## config.mk

```make
export PLATFORM = sky130hd
export DESIGN_NAME = bidirectional_port_set
export DESIGN_NICKNAME = d
export VERILOG_FILES = /design/src/rtl/gpio_port_pkg.sv /design/src/rtl/bidirectional_port_set.sv
export VERILOG_INCLUDE_DIRS = /design/src /design/src/rtl
export SDC_FILE = /design/constraint.sdc
export NUM_CORES = 1
export LEC_CHECK = 0
export BUFFER_PORTS_ARGS = -buffer_cell sky130_fd_sc_hd__buf_2
export CORE_MARGIN = 4
export CORE_UTILIZATION = 32
export CTS_CLUSTER_DIAMETER = 100
export DETAILED_ROUTE_END_ITERATION = 12
export PLACE_DENSITY_LB_ADDON = 0.25
export SYNTH_ARGS = -nofsm -noshare
export SYNTH_HDL_FRONTEND = slang
export SYNTH_SLANG_ARGS = --single-unit
```

## constraint.sdc

```tcl
create_clock -name pclk -period 1.86 [get_ports pclk]
set_input_delay 0.093 -clock pclk [delete_from_list [all_inputs] [get_ports pclk]]
set_output_delay 0.093 -clock pclk [all_outputs]
set_load 0.01 [all_outputs]
```

## src/rtl/gpio_port_regs.svh

```systemverilog
`ifndef GPIO_PORT_REGS_SVH
`define GPIO_PORT_REGS_SVH
// register indices; byte address is four times the index
`define IDX_PORT_A_LATCH   8'h00
`define IDX_PORT_B_LATCH   8'h01
`define IDX_PORT_D_LATCH   8'h03
`define IDX_PORT_A_DIR     8'h04
`define IDX_PORT_B_DIR     8'h05
`define IDX_PORT_D_DIR     8'h07
`define IDX_PORT_A_PUE     8'h0D
`define IDX_PIN_CONFIG     8'h10
// pin configuration register fields
`define CFG_OSC_GPIO_BIT   0
`define CFG_RC_OSC_BIT     1
`define CFG_TWOWIRE_D_BIT  2
// reset values
`define DIR_RESET          8'h00
`define PUE_RESET          8'h00
`define CFG_RESET          8'h00
`endif

```

## src/rtl/gpio_port_pkg.sv

```systemverilog
package gpio_port_pkg;
  typedef logic [7:0] port_t;
  typedef logic [4:0] chan_t;
endpackage

```

## src/rtl/bidirectional_port_set.sv

```systemverilog
// The APB register port was decided locally.
`timescale 1ns/100ps
`include "gpio_port_regs.svh"
// How it works
// RL1: port A direction one enables driver
// RL2: reset clears port A direction bits
// RL3: port A read: latch if output, else pin
// RL4: latch writes always land; input reads show pin
// RL5: pull-up only while direction is input
// RL6: pull-up enable zero keeps pull-up off
// RL7: oscillator pin select chooses gpio or clock
// RL8: reset leaves port B and D latches alone
// RL9: reset clears port B direction bits
// RL10: port B read: latch if output, else pin
// RL11: serial enable overrides port D bits 6, 7
// RL12: timer select claims port D bits 4, 5
// RL13: channel select routes pin to converter
// RL14: software writes latch before driving pin
// RL15: small package: port A bit 7 output; here bit 7 follows its direction bit
// RL16: option bit gives two-wire unit port D 6, 7
// RL17: port D read: latch if output, else pin
// RL18: reset clears port D direction bits
// RL19: registers read back, update at access edge
module bidirectional_port_set (
  input  wire logic                 pclk,              // bus clock, 25 MHz
  input  wire logic                 presetn,           // async reset, active low
  input  wire logic                 psel,              // apb select
  input  wire logic                 penable,           // apb access phase
  input  wire logic                 pwrite,            // apb direction
  input  wire logic [11:0]          paddr,             // apb byte address
  input  wire logic [31:0]          pwdata,            // apb write data
  output logic      [31:0]          prdata,            // apb read data
  output logic                      pready,            // apb ready
  output logic                      pslverr,           // apb error
  input  wire gpio_port_pkg::port_t port_a_in,         // port A pin levels
  output gpio_port_pkg::port_t      port_a_out,        // port A pin drive value
  output gpio_port_pkg::port_t      port_a_oe,         // port A driver enable
  output gpio_port_pkg::port_t      port_a_pullup,     // port A pull-up connect
  output logic                      rc_clock_output_en, // osc pin carries rc clock
  input  wire gpio_port_pkg::port_t port_b_in,         // port B pin levels
  output gpio_port_pkg::port_t      port_b_out,        // port B pin drive value
  output gpio_port_pkg::port_t      port_b_oe,         // port B driver enable
  input  wire gpio_port_pkg::port_t port_d_in,         // port D pin levels
  output gpio_port_pkg::port_t      port_d_out,        // port D pin drive value
  output gpio_port_pkg::port_t      port_d_oe,         // port D driver enable
  input  wire logic                 serial_iface_enable, // serial unit owns D6/D7
  input  wire logic                 serial_tx_data,    // serial transmit bit
  output logic                      serial_rx_data,    // serial receive bit
  input  wire logic                 twowire_enable,    // two-wire unit enabled
  input  wire logic                 twowire_scl_oe,    // two-wire clock pulls low
  input  wire logic                 twowire_sda_oe,    // two-wire data pulls low
  output logic                      twowire_scl_in,    // two-wire clock level
  output logic                      twowire_sda_in,    // two-wire data level
  input  wire logic [1:0]           timer_ch_active,   // timer channel 0/1 in use
  input  wire logic [1:0]           timer_ch_out,      // timer compare outputs
  input  wire logic [1:0]           timer_ch_oe,       // timer channel drives pin
  output logic      [1:0]           timer_ch_in,       // timer capture levels
  input  wire gpio_port_pkg::chan_t converter_channel_select, // converter channel
  output logic                      converter_in_valid, // channel maps to a pin
  output logic                      converter_pin_level // selected pin level
);
  import gpio_port_pkg::*;

  port_t      a_lat_q, a_lat_d, b_lat_q, b_lat_d, d_lat_q, d_lat_d;
  port_t      a_dir_q, a_dir_d, b_dir_q, b_dir_d, d_dir_q, d_dir_d;
  port_t      a_pue_q, a_pue_d;
  logic [7:0] cfg_q, cfg_d;
  logic [31:0] rdata_q, rdata_d;
  logic        err_q, err_d;
  logic        wr_en, rd_en, hit;
  logic [9:0]  idx;
  logic        osc_gpio;

  assign idx   = paddr[11:2];
  assign wr_en = psel && penable && pwrite;
  assign rd_en = psel && !penable && !pwrite;

  // register writes land on the access edge, latches regardless of direction
  always_comb begin
    a_lat_d = a_lat_q;
    b_lat_d = b_lat_q;
    d_lat_d = d_lat_q;
    a_dir_d = a_dir_q;
    b_dir_d = b_dir_q;
    d_dir_d = d_dir_q;
    a_pue_d = a_pue_q;
    cfg_d   = cfg_q;
    if (wr_en) begin
      case (idx)
        10'(`IDX_PORT_A_LATCH): a_lat_d = pwdata[7:0]; // see RL4
        10'(`IDX_PORT_B_LATCH): b_lat_d = pwdata[7:0]; // see RL4
        10'(`IDX_PORT_D_LATCH): d_lat_d = pwdata[7:0]; // see RL4
        10'(`IDX_PORT_A_DIR):   a_dir_d = pwdata[7:0]; // see RL19
        10'(`IDX_PORT_B_DIR):   b_dir_d = pwdata[7:0]; // see RL19
        10'(`IDX_PORT_D_DIR):   d_dir_d = pwdata[7:0]; // see RL19
        10'(`IDX_PORT_A_PUE):   a_pue_d = pwdata[7:0]; // see RL19
        10'(`IDX_PIN_CONFIG):   cfg_d   = {5'h00, pwdata[2:0]};
        default: ;
      endcase
    end
  end

  // latches have no reset: their content survives a reset
  always_ff @(posedge pclk) begin
    a_lat_q <= a_lat_d;
    b_lat_q <= b_lat_d; // see RL8
    d_lat_q <= d_lat_d; // see RL8
  end

  // direction and control registers start as inputs, pull-ups off
  always_ff @(posedge pclk or negedge presetn) begin
    if (!presetn) begin
      a_dir_q <= `DIR_RESET; // see RL2
      b_dir_q <= `DIR_RESET; // see RL9
      d_dir_q <= `DIR_RESET; // see RL18
      a_pue_q <= `PUE_RESET;
      cfg_q   <= `CFG_RESET;
    end else begin
      a_dir_q <= a_dir_d;
      b_dir_q <= b_dir_d;
      d_dir_q <= d_dir_d;
      a_pue_q <= a_pue_d;
      cfg_q   <= cfg_d;
    end
  end

  // read mux: output bits show the latch, input bits the pin
  always_comb begin
    rdata_d = rdata_q;
    err_d   = err_q;
    hit     = 1'b1;
    if (rd_en) begin
      rdata_d = 32'h0000_0000;
      case (idx)
        10'(`IDX_PORT_A_LATCH):
          rdata_d[7:0] = (a_dir_q & a_lat_q) | (~a_dir_q & port_a_in); // see RL3
        10'(`IDX_PORT_B_LATCH):
          rdata_d[7:0] = (b_dir_q & b_lat_q) | (~b_dir_q & port_b_in); // see RL10
        10'(`IDX_PORT_D_LATCH):
          rdata_d[7:0] = (d_dir_q & d_lat_q) | (~d_dir_q & port_d_in); // see RL17
        10'(`IDX_PORT_A_DIR):   rdata_d[7:0] = a_dir_q; // see RL19
        10'(`IDX_PORT_B_DIR):   rdata_d[7:0] = b_dir_q;
        10'(`IDX_PORT_D_DIR):   rdata_d[7:0] = d_dir_q;
        10'(`IDX_PORT_A_PUE):   rdata_d[7:0] = a_pue_q; // see RL19
        10'(`IDX_PIN_CONFIG):   rdata_d[7:0] = cfg_q;
        default:                hit = 1'b0;
      endcase
      err_d = !hit;
    end else if (psel && !penable) begin
      err_d = !(idx inside {10'(`IDX_PORT_A_LATCH), 10'(`IDX_PORT_B_LATCH),
                            10'(`IDX_PORT_D_LATCH), 10'(`IDX_PORT_A_DIR),
                            10'(`IDX_PORT_B_DIR), 10'(`IDX_PORT_D_DIR),
                            10'(`IDX_PORT_A_PUE), 10'(`IDX_PIN_CONFIG)});
    end
  end

  // pin is sampled in the setup cycle so the data is stable for the access
  always_ff @(posedge pclk or negedge presetn) begin
    if (!presetn) begin
      rdata_q <= 32'h0000_0000;
      err_q   <= 1'b0;
    end else begin
      rdata_q <= rdata_d;
      err_q   <= err_d;
    end
  end

  assign pready  = 1'b1;
  assign prdata  = rdata_q;
  assign pslverr = psel && penable && err_q;

  // port A: osc pin bit 6 is gpio only in rc mode with the select set
  assign osc_gpio = !cfg_q[`CFG_RC_OSC_BIT] || cfg_q[`CFG_OSC_GPIO_BIT]; // see RL7
  assign rc_clock_output_en = cfg_q[`CFG_RC_OSC_BIT] && !cfg_q[`CFG_OSC_GPIO_BIT]; // see RL7
  assign port_a_out = a_lat_q;

  // per-bit driver and pull-up for port A; in crystal mode the pin is oscillator-owned
  for (genvar i = 0; i < 8; i++) begin : g_pa
    if (i == 6) begin : g_osc
      assign port_a_oe[i]     = a_dir_q[i] && osc_gpio && cfg_q[`CFG_RC_OSC_BIT]; // see RL1
      assign port_a_pullup[i] = a_pue_q[i] && !a_dir_q[i] && osc_gpio
                                && cfg_q[`CFG_RC_OSC_BIT]; // see RL5
    end else begin : g_std
      assign port_a_oe[i]     = a_dir_q[i]; // see RL1
      assign port_a_pullup[i] = a_pue_q[i] && !a_dir_q[i]; // see RL5 see RL6
    end
  end

  // port B is plain gpio; converter reads the pad directly
  assign port_b_out = b_lat_q;
  assign port_b_oe  = b_dir_q; // see RL9

  // port D overrides: serial beats two-wire beats gpio on D6/D7; timer on D4/D5
  logic tw_on_d;
  assign tw_on_d = twowire_enable && cfg_q[`CFG_TWOWIRE_D_BIT] && !serial_iface_enable; // see RL16
  always_comb begin
    port_d_out = d_lat_q;
    port_d_oe  = d_dir_q;
    for (int t = 0; t < 2; t++) begin
      if (timer_ch_active[t]) begin
        port_d_out[4+t] = timer_ch_out[t]; // see RL12
        port_d_oe[4+t]  = timer_ch_oe[t]; // see RL12
      end
    end
    if (serial_iface_enable) begin
      port_d_out[6] = serial_tx_data; // see RL11
      port_d_oe[6]  = 1'b1; // see RL11
      port_d_out[7] = 1'b0;
      port_d_oe[7]  = 1'b0; // see RL11
    end else if (tw_on_d) begin
      port_d_out[6] = 1'b0;
      port_d_oe[6]  = twowire_scl_oe; // see RL16
      port_d_out[7] = 1'b0;
      port_d_oe[7]  = twowire_sda_oe; // see RL16
    end
  end

  assign serial_rx_data = port_d_in[7];
  assign twowire_scl_in = tw_on_d ? port_d_in[6] : 1'b1;
  assign twowire_sda_in = tw_on_d ? port_d_in[7] : 1'b1;
  assign timer_ch_in    = port_d_in[5:4];

  // converter channels 0-7 on port B, 8-11 on port D bits 3 down to 0
  always_comb begin
    converter_in_valid  = 1'b1;
    converter_pin_level = 1'b0;
    if (converter_channel_select < 5'h08)
      converter_pin_level = port_b_in[converter_channel_select[2:0]]; // see RL13
    else if (converter_channel_select < 5'h0C)
      converter_pin_level = port_d_in[3 - converter_channel_select[1:0]]; // see RL13
    else
      converter_in_valid = 1'b0;
  end

  // assertions
  a_dir_oe_a: assert property (@(posedge pclk) disable iff (!presetn) // see RL1
    wr_en && idx == 10'(`IDX_PORT_A_DIR) |=> port_a_oe[0] == $past(pwdata[0]))
    else $error("port A driver does not follow direction write");
  a_pull_off: assert property (@(posedge pclk) disable iff (!presetn) // see RL5
    (port_a_pullup & a_dir_q) == 8'h00)
    else $error("pull-up connected on an output bit");
  a_pull_gate: assert property (@(posedge pclk) disable iff (!presetn) // see RL6
    (port_a_pullup & ~a_pue_q) == 8'h00)
    else $error("pull-up connected while disabled");
  a_read_a: assert property (@(posedge pclk) disable iff (!presetn) // see RL3
    rd_en && idx == 10'(`IDX_PORT_A_LATCH) |=>
      prdata[7:0] == (($past(a_dir_q) & $past(a_lat_q)) | (~$past(a_dir_q) & $past(port_a_in))))
    else $error("port A read mux wrong");
  a_latch_wr: assert property (@(posedge pclk) disable iff (!presetn) // see RL4
    wr_en && idx == 10'(`IDX_PORT_B_LATCH) |=> b_lat_q == $past(pwdata[7:0]))
    else $error("port B latch not written");
  a_serial_own: assert property (@(posedge pclk) disable iff (!presetn) // see RL11
    serial_iface_enable |-> port_d_oe[7:6] == 2'b01 && port_d_out[6] == serial_tx_data)
    else $error("serial does not own port D 6/7");
  a_timer_own: assert property (@(posedge pclk) disable iff (!presetn) // see RL12
    timer_ch_active[0] |-> port_d_oe[4] == timer_ch_oe[0])
    else $error("timer does not own port D 4");
  a_pue_rb: assert property (@(posedge pclk) disable iff (!presetn) // see RL19
    rd_en && idx == 10'(`IDX_PORT_A_PUE) |=> prdata[7:0] == $past(a_pue_q))
    else $error("pull-up register read-back wrong");

  // reset state: checked at the first edge after release, while reset cannot mask it
  a_rst_dir_a: assert property (@(posedge pclk) // see RL2
    $rose(presetn) |-> a_dir_q == 8'h00)
    else $error("port A direction not cleared by reset");
  a_rst_dir_b: assert property (@(posedge pclk) // see RL9
    $rose(presetn) |-> b_dir_q == 8'h00)
    else $error("port B direction not cleared by reset");
  a_rst_dir_d: assert property (@(posedge pclk) // see RL18
    $rose(presetn) |-> d_dir_q == 8'h00)
    else $error("port D direction not cleared by reset");

  // read muxes of ports B and D, data captured in the setup cycle
  a_read_b: assert property (@(posedge pclk) disable iff (!presetn) // see RL10
    rd_en && idx == 10'(`IDX_PORT_B_LATCH) |=>
      prdata[7:0] == (($past(b_dir_q) & $past(b_lat_q)) | (~$past(b_dir_q) & $past(port_b_in))))
    else $error("port B read mux wrong");
  a_read_d: assert property (@(posedge pclk) disable iff (!presetn) // see RL17
    rd_en && idx == 10'(`IDX_PORT_D_LATCH) |=>
      prdata[7:0] == (($past(d_dir_q) & $past(d_lat_q)) | (~$past(d_dir_q) & $past(port_d_in))))
    else $error("port D read mux wrong");

  // writes land on the access edge
  a_lat_wr_a: assert property (@(posedge pclk) disable iff (!presetn) // see RL4
    wr_en && idx == 10'(`IDX_PORT_A_LATCH) |=> a_lat_q == $past(pwdata[7:0]))
    else $error("port A latch not written");
  a_dir_wr_b: assert property (@(posedge pclk) disable iff (!presetn) // see RL9
    wr_en && idx == 10'(`IDX_PORT_B_DIR) |=> port_b_oe == $past(pwdata[7:0]))
    else $error("port B driver does not follow direction write");
  a_dir_wr_d: assert property (@(posedge pclk) disable iff (!presetn) // see RL19
    wr_en && idx == 10'(`IDX_PORT_D_DIR) |=> d_dir_q == $past(pwdata[7:0]))
    else $error("port D direction not written");

  // oscillator pin ownership in both oscillator options
  a_osc_crystal_option: assert property (@(posedge pclk) disable iff (!presetn) // see RL7
    !cfg_q[`CFG_RC_OSC_BIT] |-> !port_a_oe[6] && !port_a_pullup[6] && !rc_clock_output_en)
    else $error("oscillator pin not held in crystal mode");
  a_osc_rc: assert property (@(posedge pclk) disable iff (!presetn) // see RL7
    cfg_q[`CFG_RC_OSC_BIT] && !cfg_q[`CFG_OSC_GPIO_BIT] |-> rc_clock_output_en && !port_a_oe[6])
    else $error("rc clock not on oscillator pin");

  // shared-pin routing on port D and the converter
  a_twowire_own: assert property (@(posedge pclk) disable iff (!presetn) // see RL16
    twowire_enable && cfg_q[`CFG_TWOWIRE_D_BIT] && !serial_iface_enable |->
      port_d_oe[7:6] == {twowire_sda_oe, twowire_scl_oe} && port_d_out[7:6] == 2'b00)
    else $error("two-wire unit does not own port D 6/7");
  a_conv_map: assert property (@(posedge pclk) disable iff (!presetn) // see RL13
    converter_channel_select == 5'h08 |-> converter_in_valid && converter_pin_level == port_d_in[3])
    else $error("converter channel 8 not routed to port D bit 3");
endmodule

```

[After elaboration in Yosys (flattened, before gate mapping)]
Cells that the tools add are included.
W data, S select, Z words.
Word-level totals
  bits in registers: 68
  input port bits: 89
  logic and storage cells: 105
Operators by class
  add/subtract/negate cells: 1
  magnitude comparators: 4
  equality and inequality tests: 7
  multiplexer cells: 23
  bitwise operators: 12
  reductions and logical operators: 48
Operator list (number)
  $pmux W8 S8: 1
  $and A8 B8 Y8: 6
  $lt A32 B4 Y1 const B: 1
  $eq A10 B3 Y1 const B: 3
  $not A8 Y8: 3
  $or A8 B8 Y8: 3
  $logic_and A1 B1 Y1: 20
  $mux W1: 16
  $reduce_and A2 Y1: 8
  $logic_not A1 Y1: 15
  $eq A10 B1 Y1 const B: 1
  $eq A10 B2 Y1 const B: 1
  $eq A10 B4 Y1 const B: 1
  $eq A10 B5 Y1 const B: 1
  $logic_not A10 Y1: 1
  $lt A5 B4 Y1 const B: 2
  $mux W2: 4
  $reduce_bool A8 Y1: 1
  $reduce_or A8 Y1: 1
  $bmux W1 S3: 2
  $lt A3 B4 Y1 const B: 1
  $sub A2 B2 Y3 const A: 1
  $reduce_bool A2 Y1: 1
  $logic_or A1 B1 Y1: 1

[Depth between registers and ports, before layout]
  depth after elaboration: 6
  depth in mapped cells: 6
  depth with buffers taken out: 5

[Least setup slack after synthesis]
No wires, ideal clock.
  kind: input port to flip-flop
  from: in paddr[5]
  to: reg a_lat_q[0] (netlist: port_a_out[0]), enable pin
  data arrival time: 1.207 ns
  data required time: 1.490 ns
  setup slack: 0.283 ns
  stages on the path: 4
  buffers on the path: 1
  cell sequence: clkbuf_2 -> nor4_4 -> nand3_1 -> nor2_1
Between the ends
  longest elaborated chain between the ends: 2
Ends and longest elaborated chain
  start: declaration: line bidirectional_port_set.sv:30  | input wire logic [11:0] paddr,
  $logic_not A10 Y1: line bidirectional_port_set.sv:89  | case (idx)
  $reduce_and A2 Y1 (no line)
  end signal: assignment: line bidirectional_port_set.sv:105  | a_lat_q <= a_lat_d;
  end: declaration: line bidirectional_port_set.sv:64  | port_t a_lat_q, a_lat_d, b_lat_q, b_lat_d, d_lat_q, d_lat_d;
No other way between the ends.
A chain may end at the register's enable or synchronous reset.

[Final worst setup path]
  from: reg cfg_q[2]
  to: out twowire_sda_in
Between the ends
  longest elaborated chain between the ends: 3
Ends and longest elaborated chain
  start: declaration: line bidirectional_port_set.sv:67  | logic [7:0] cfg_q, cfg_d;
  start signal: assignment: line bidirectional_port_set.sv:117  | cfg_q <= `CFG_RESET;
  start signal: assignment: line bidirectional_port_set.sv:123  | cfg_q <= cfg_d;
  $logic_and A1 B1 Y1 (2 in series): line bidirectional_port_set.sv:195  | assign tw_on_d = twowire_enable && cfg_q[`CFG_TWOWIRE_D_BIT] && !serial_iface_enable;
  $mux W1: line bidirectional_port_set.sv:220  | assign twowire_sda_in = tw_on_d ? port_d_in[7] : 1'b1;
  end: declaration: line bidirectional_port_set.sv:53  | output logic twowire_sda_in,
No other way between the ends.

==> qor.yml <==
power:
  ir_worst_vdd_mv: 0.4074
  power_frac_comb_pct: 9.0
  power_leakage_nw: 2.410
  power_density_nw_per_um2: 727.0
  p_seq_share_pct: 42.2
  p_int_w: 0.002855
  p_clk_share_pct: 48.9
  swShare_pct: 23.00
  power.switching_w: 0.0008530
worst_setup_path:
  r2r-end: "prdata[2]"
  crit_path_max_fanout: 6
  timing.rr.start: "a_dir_q[2]"
  end_kind: "primary output"
  criticalPathCategory: "register to primary output"
  slowest_stage: "dfrtp_1"
  worstPathArrival_ns: 1.41
  cp.required_ns: 1.77
  max_stage_delay_ns: 0.45
  startpoint_type: "register"
  crit_chain: "nand2_1, or3_1, buf_2"
  r2r_cells: 5
  r2r_slack_ns: 0.36
floorplanning:
  fp.coreArea_um2: 12060
  boundaryPins: 187
  die_h_um: 119.3
  start_util_pct: 32.85
  die_x_um: 119.3
  num_rows: 40
  die_area_um2: 14230
clock_tree:
  cts_tree: "yes"
  cts_resized: 0
  cts.clk_slew.worst_paths_ns: 0.06
  worstSkewPairLatency_ns: 0.33
  h-tree-depth: 3
  cts_setup_buffers: 0
  clock_path_buffers: 2
  clock_sinks: 68
  cts_root_buf: "clkbuf_16"
  cts_buffers: 9
grt:
  grt_pass1_vias: 3218
  grt_pass1_wl_um: 18540
  grt_overflow_total: 0
  grt_max_degree: 27
  antenna_found_initial: 3
  grt_usage_pct: 17.12
timing:
  worstMarginPinSlew_ns: 0.6840
  slew_violations: 0
  fin_tns_setup_ns: 0
  hold_viol: 0
  finalCriticalPeriod_ns: 1.506
  rsz0062_at_grt: "false"
  max_slew_margin_pct: 54.40
  fin_skew_ns: 0.004899
  fin_crit_sh_pct: 80.95
  setup_violations: 0
  max_freq_mhz: 664.1
detailed_routing:
  vias_per_cell: 4.914
  drt_iter0_drc: 156
  vias: 3248
  ant_nets: 0
  drt_wl_total_um: 12450
  dr.pass1.iters: 4
  drc_errors: 0
  wl_per_cell_um: 18.84
synth:
  synthDistinctLibCells: 55
  ys_async_sr_fraction_pct: 64.71
  ys_seq_area_share_pct: 45.97
  syn_area_um2: 3963
  avgSynthCellArea_um2: 11.49
  synth-edff-count: 24
  yosys_warnings: 0
  ys_seq_elements: 68
  ys.flop_type: "dfrtp_1"
  synthCells: 345
min_path:
  min-delay-start: "pwdata[5]"
  hp-class: "primary input to register"
  hold_depth: 1
  holdPathEnd: "d_lat_q[5]"
layout:
  area_growth_pct: 28.73
  layout_common_cells: "buf_2, dfrtp_1, mux2_2"
  layout-drive-gt1-share_pct: 47.56
  final_common_cell: "buf_2"
  fin_cells: 661
  final_nets: 576
placed_design:
  place_congestion: 0.8763
  dp.cells: 643
  port_buffers: 135
  dp_hpwl_um: 9610
job:
  cap_violations: 0
status:
  status: "finished clean"
## logic make-up after synthesis
logic type	synth area share, %
other	0.1895
and+or+nand+nor	15.63
AOI/OAI and AO/OA	11.05
buffers and inverters	10.04
DFF	45.97
muxes	17.11
## power by group through the flow
stage | Clock (W) | Combinational [W] | Sequential (W)
detailed placement | 0 | 0.000330 | 0.00159
global route | 0.00191 | 0.000361 | 0.00156
floorplan | 0 | 0.000190 | 0.00159
finish | 0.00181 | 0.000332 | 0.00156
CTS | 0.00183 | 0.000333 | 0.00156
global placement | 0 | 0.000325 | 0.00159
## routing by layer
| layer | GRT usage, % | up-vias | share of wire [%] |
|---|---|---|---|
| met5 | 0 | - | 0.17 |
| met4 | 6.517 | 4 | 2.4 |
| li1 | - | 1509 | - |
| met3 | 4.416 | 20 | 8.2 |
| met2 | 27.91 | 148 | 48 |
| met1 | 21.76 | 1567 | 41 |
## metrics by stage
stage	utilization, %	total power [W]	cell area, um^2	hold slack, ns	setup WS [ns]
floorplan	-	0.001781	4049	-0.2026	0.2828
global placement	39.56	0.001916	4772	0.1472	0.1678
detailed placement	39.56	0.001922	4772	0.1638	0.1278
CTS	42.27	0.003730	5099	0.01287	0.3233
global route	42.29	0.003832	5101	0.02722	0.2448
finish	42.29	0.003708	5101	0.01873	0.3543
## cell type report
class | instances | area (um^2)
clock inverter | 7 | 91.34
tap | 168 | 210.2
timing repair buffer | 161 | 898.4
fill | 1165 | 6960
multi-input combinational | 241 | 1829
antenna | 1 | 2.502
sequential | 68 | 1822
inverter | 6 | 22.52
clock buffer | 9 | 225.2
## sequential cells by signal, summed over array words and instances, names as in the netlist
name and flops:
a_dir_q 8, a_pue_q 8, d_dir_q 8, d_lat_q 8, port_a_out 8, port_b_oe 8
port_b_out 8, prdata 8, cfg_q 3, err_q 1
## worst max-delay path by stage
stage,startpoint,end,slack [ns],cells past startpoint
4_1_cts,a_dir_q[2],prdata[2],0.32,5
2_1_floorplan,paddr[5],port_a_out[0],0.28,4
3_3_place_gp,paddr[7],prdata[4],0.17,8
5_1_grt,a_dir_q[2],prdata[2],0.24,5
6_report,cfg_q[2],twowire_sda_in,0.35,3
3_5_place_dp,paddr[7],prdata[3],0.13,8
## worst max-delay path: cells and delay by family, from the launching register on
family / cells / cell delay (ns)
AND/OR/NAND/NOR: 2 / 0.49
buffers and inverters: 1 / 0.15
flip-flops: 1 / 0.45
## timing repair
action	CTS	global route
setup endpoints to repair	0	0
hold buffers	1	0
hold endpoints to repair	24	0
## synthesized netlist by cell type, types with 3 or more instances
| master | n | area share (%) |
|---|---|---|
| mux2_2 | 40 | 11 |
| o21ai_0 | 13 | 1.6 |
| buf_4 | 43 | 8.1 |
| mux4_2 | 3 | 1.7 |
| a211oi_1 | 13 | 2.5 |
| a21oi_1 | 9 | 1.1 |
| mux2i_1 | 16 | 4.0 |
| buf_2 | 5 | 0.63 |
| nand2_1 | 21 | 2.0 |
| o32ai_1 | 4 | 0.88 |
| o211ai_1 | 4 | 0.76 |
| nand4_1 | 5 | 0.79 |
| and3_1 | 4 | 0.63 |
| nor2_1 | 14 | 1.3 |
| inv_1 | 6 | 0.57 |
| a22oi_1 | 4 | 0.76 |
| edfxtp_1 | 24 | 18 |
| dfrtp_1 | 44 | 28 |
| nand3_1 | 5 | 0.63 |
| nor2b_1 | 19 | 3.0 |
No activity file was read; power rests on OpenSTA's default activity.
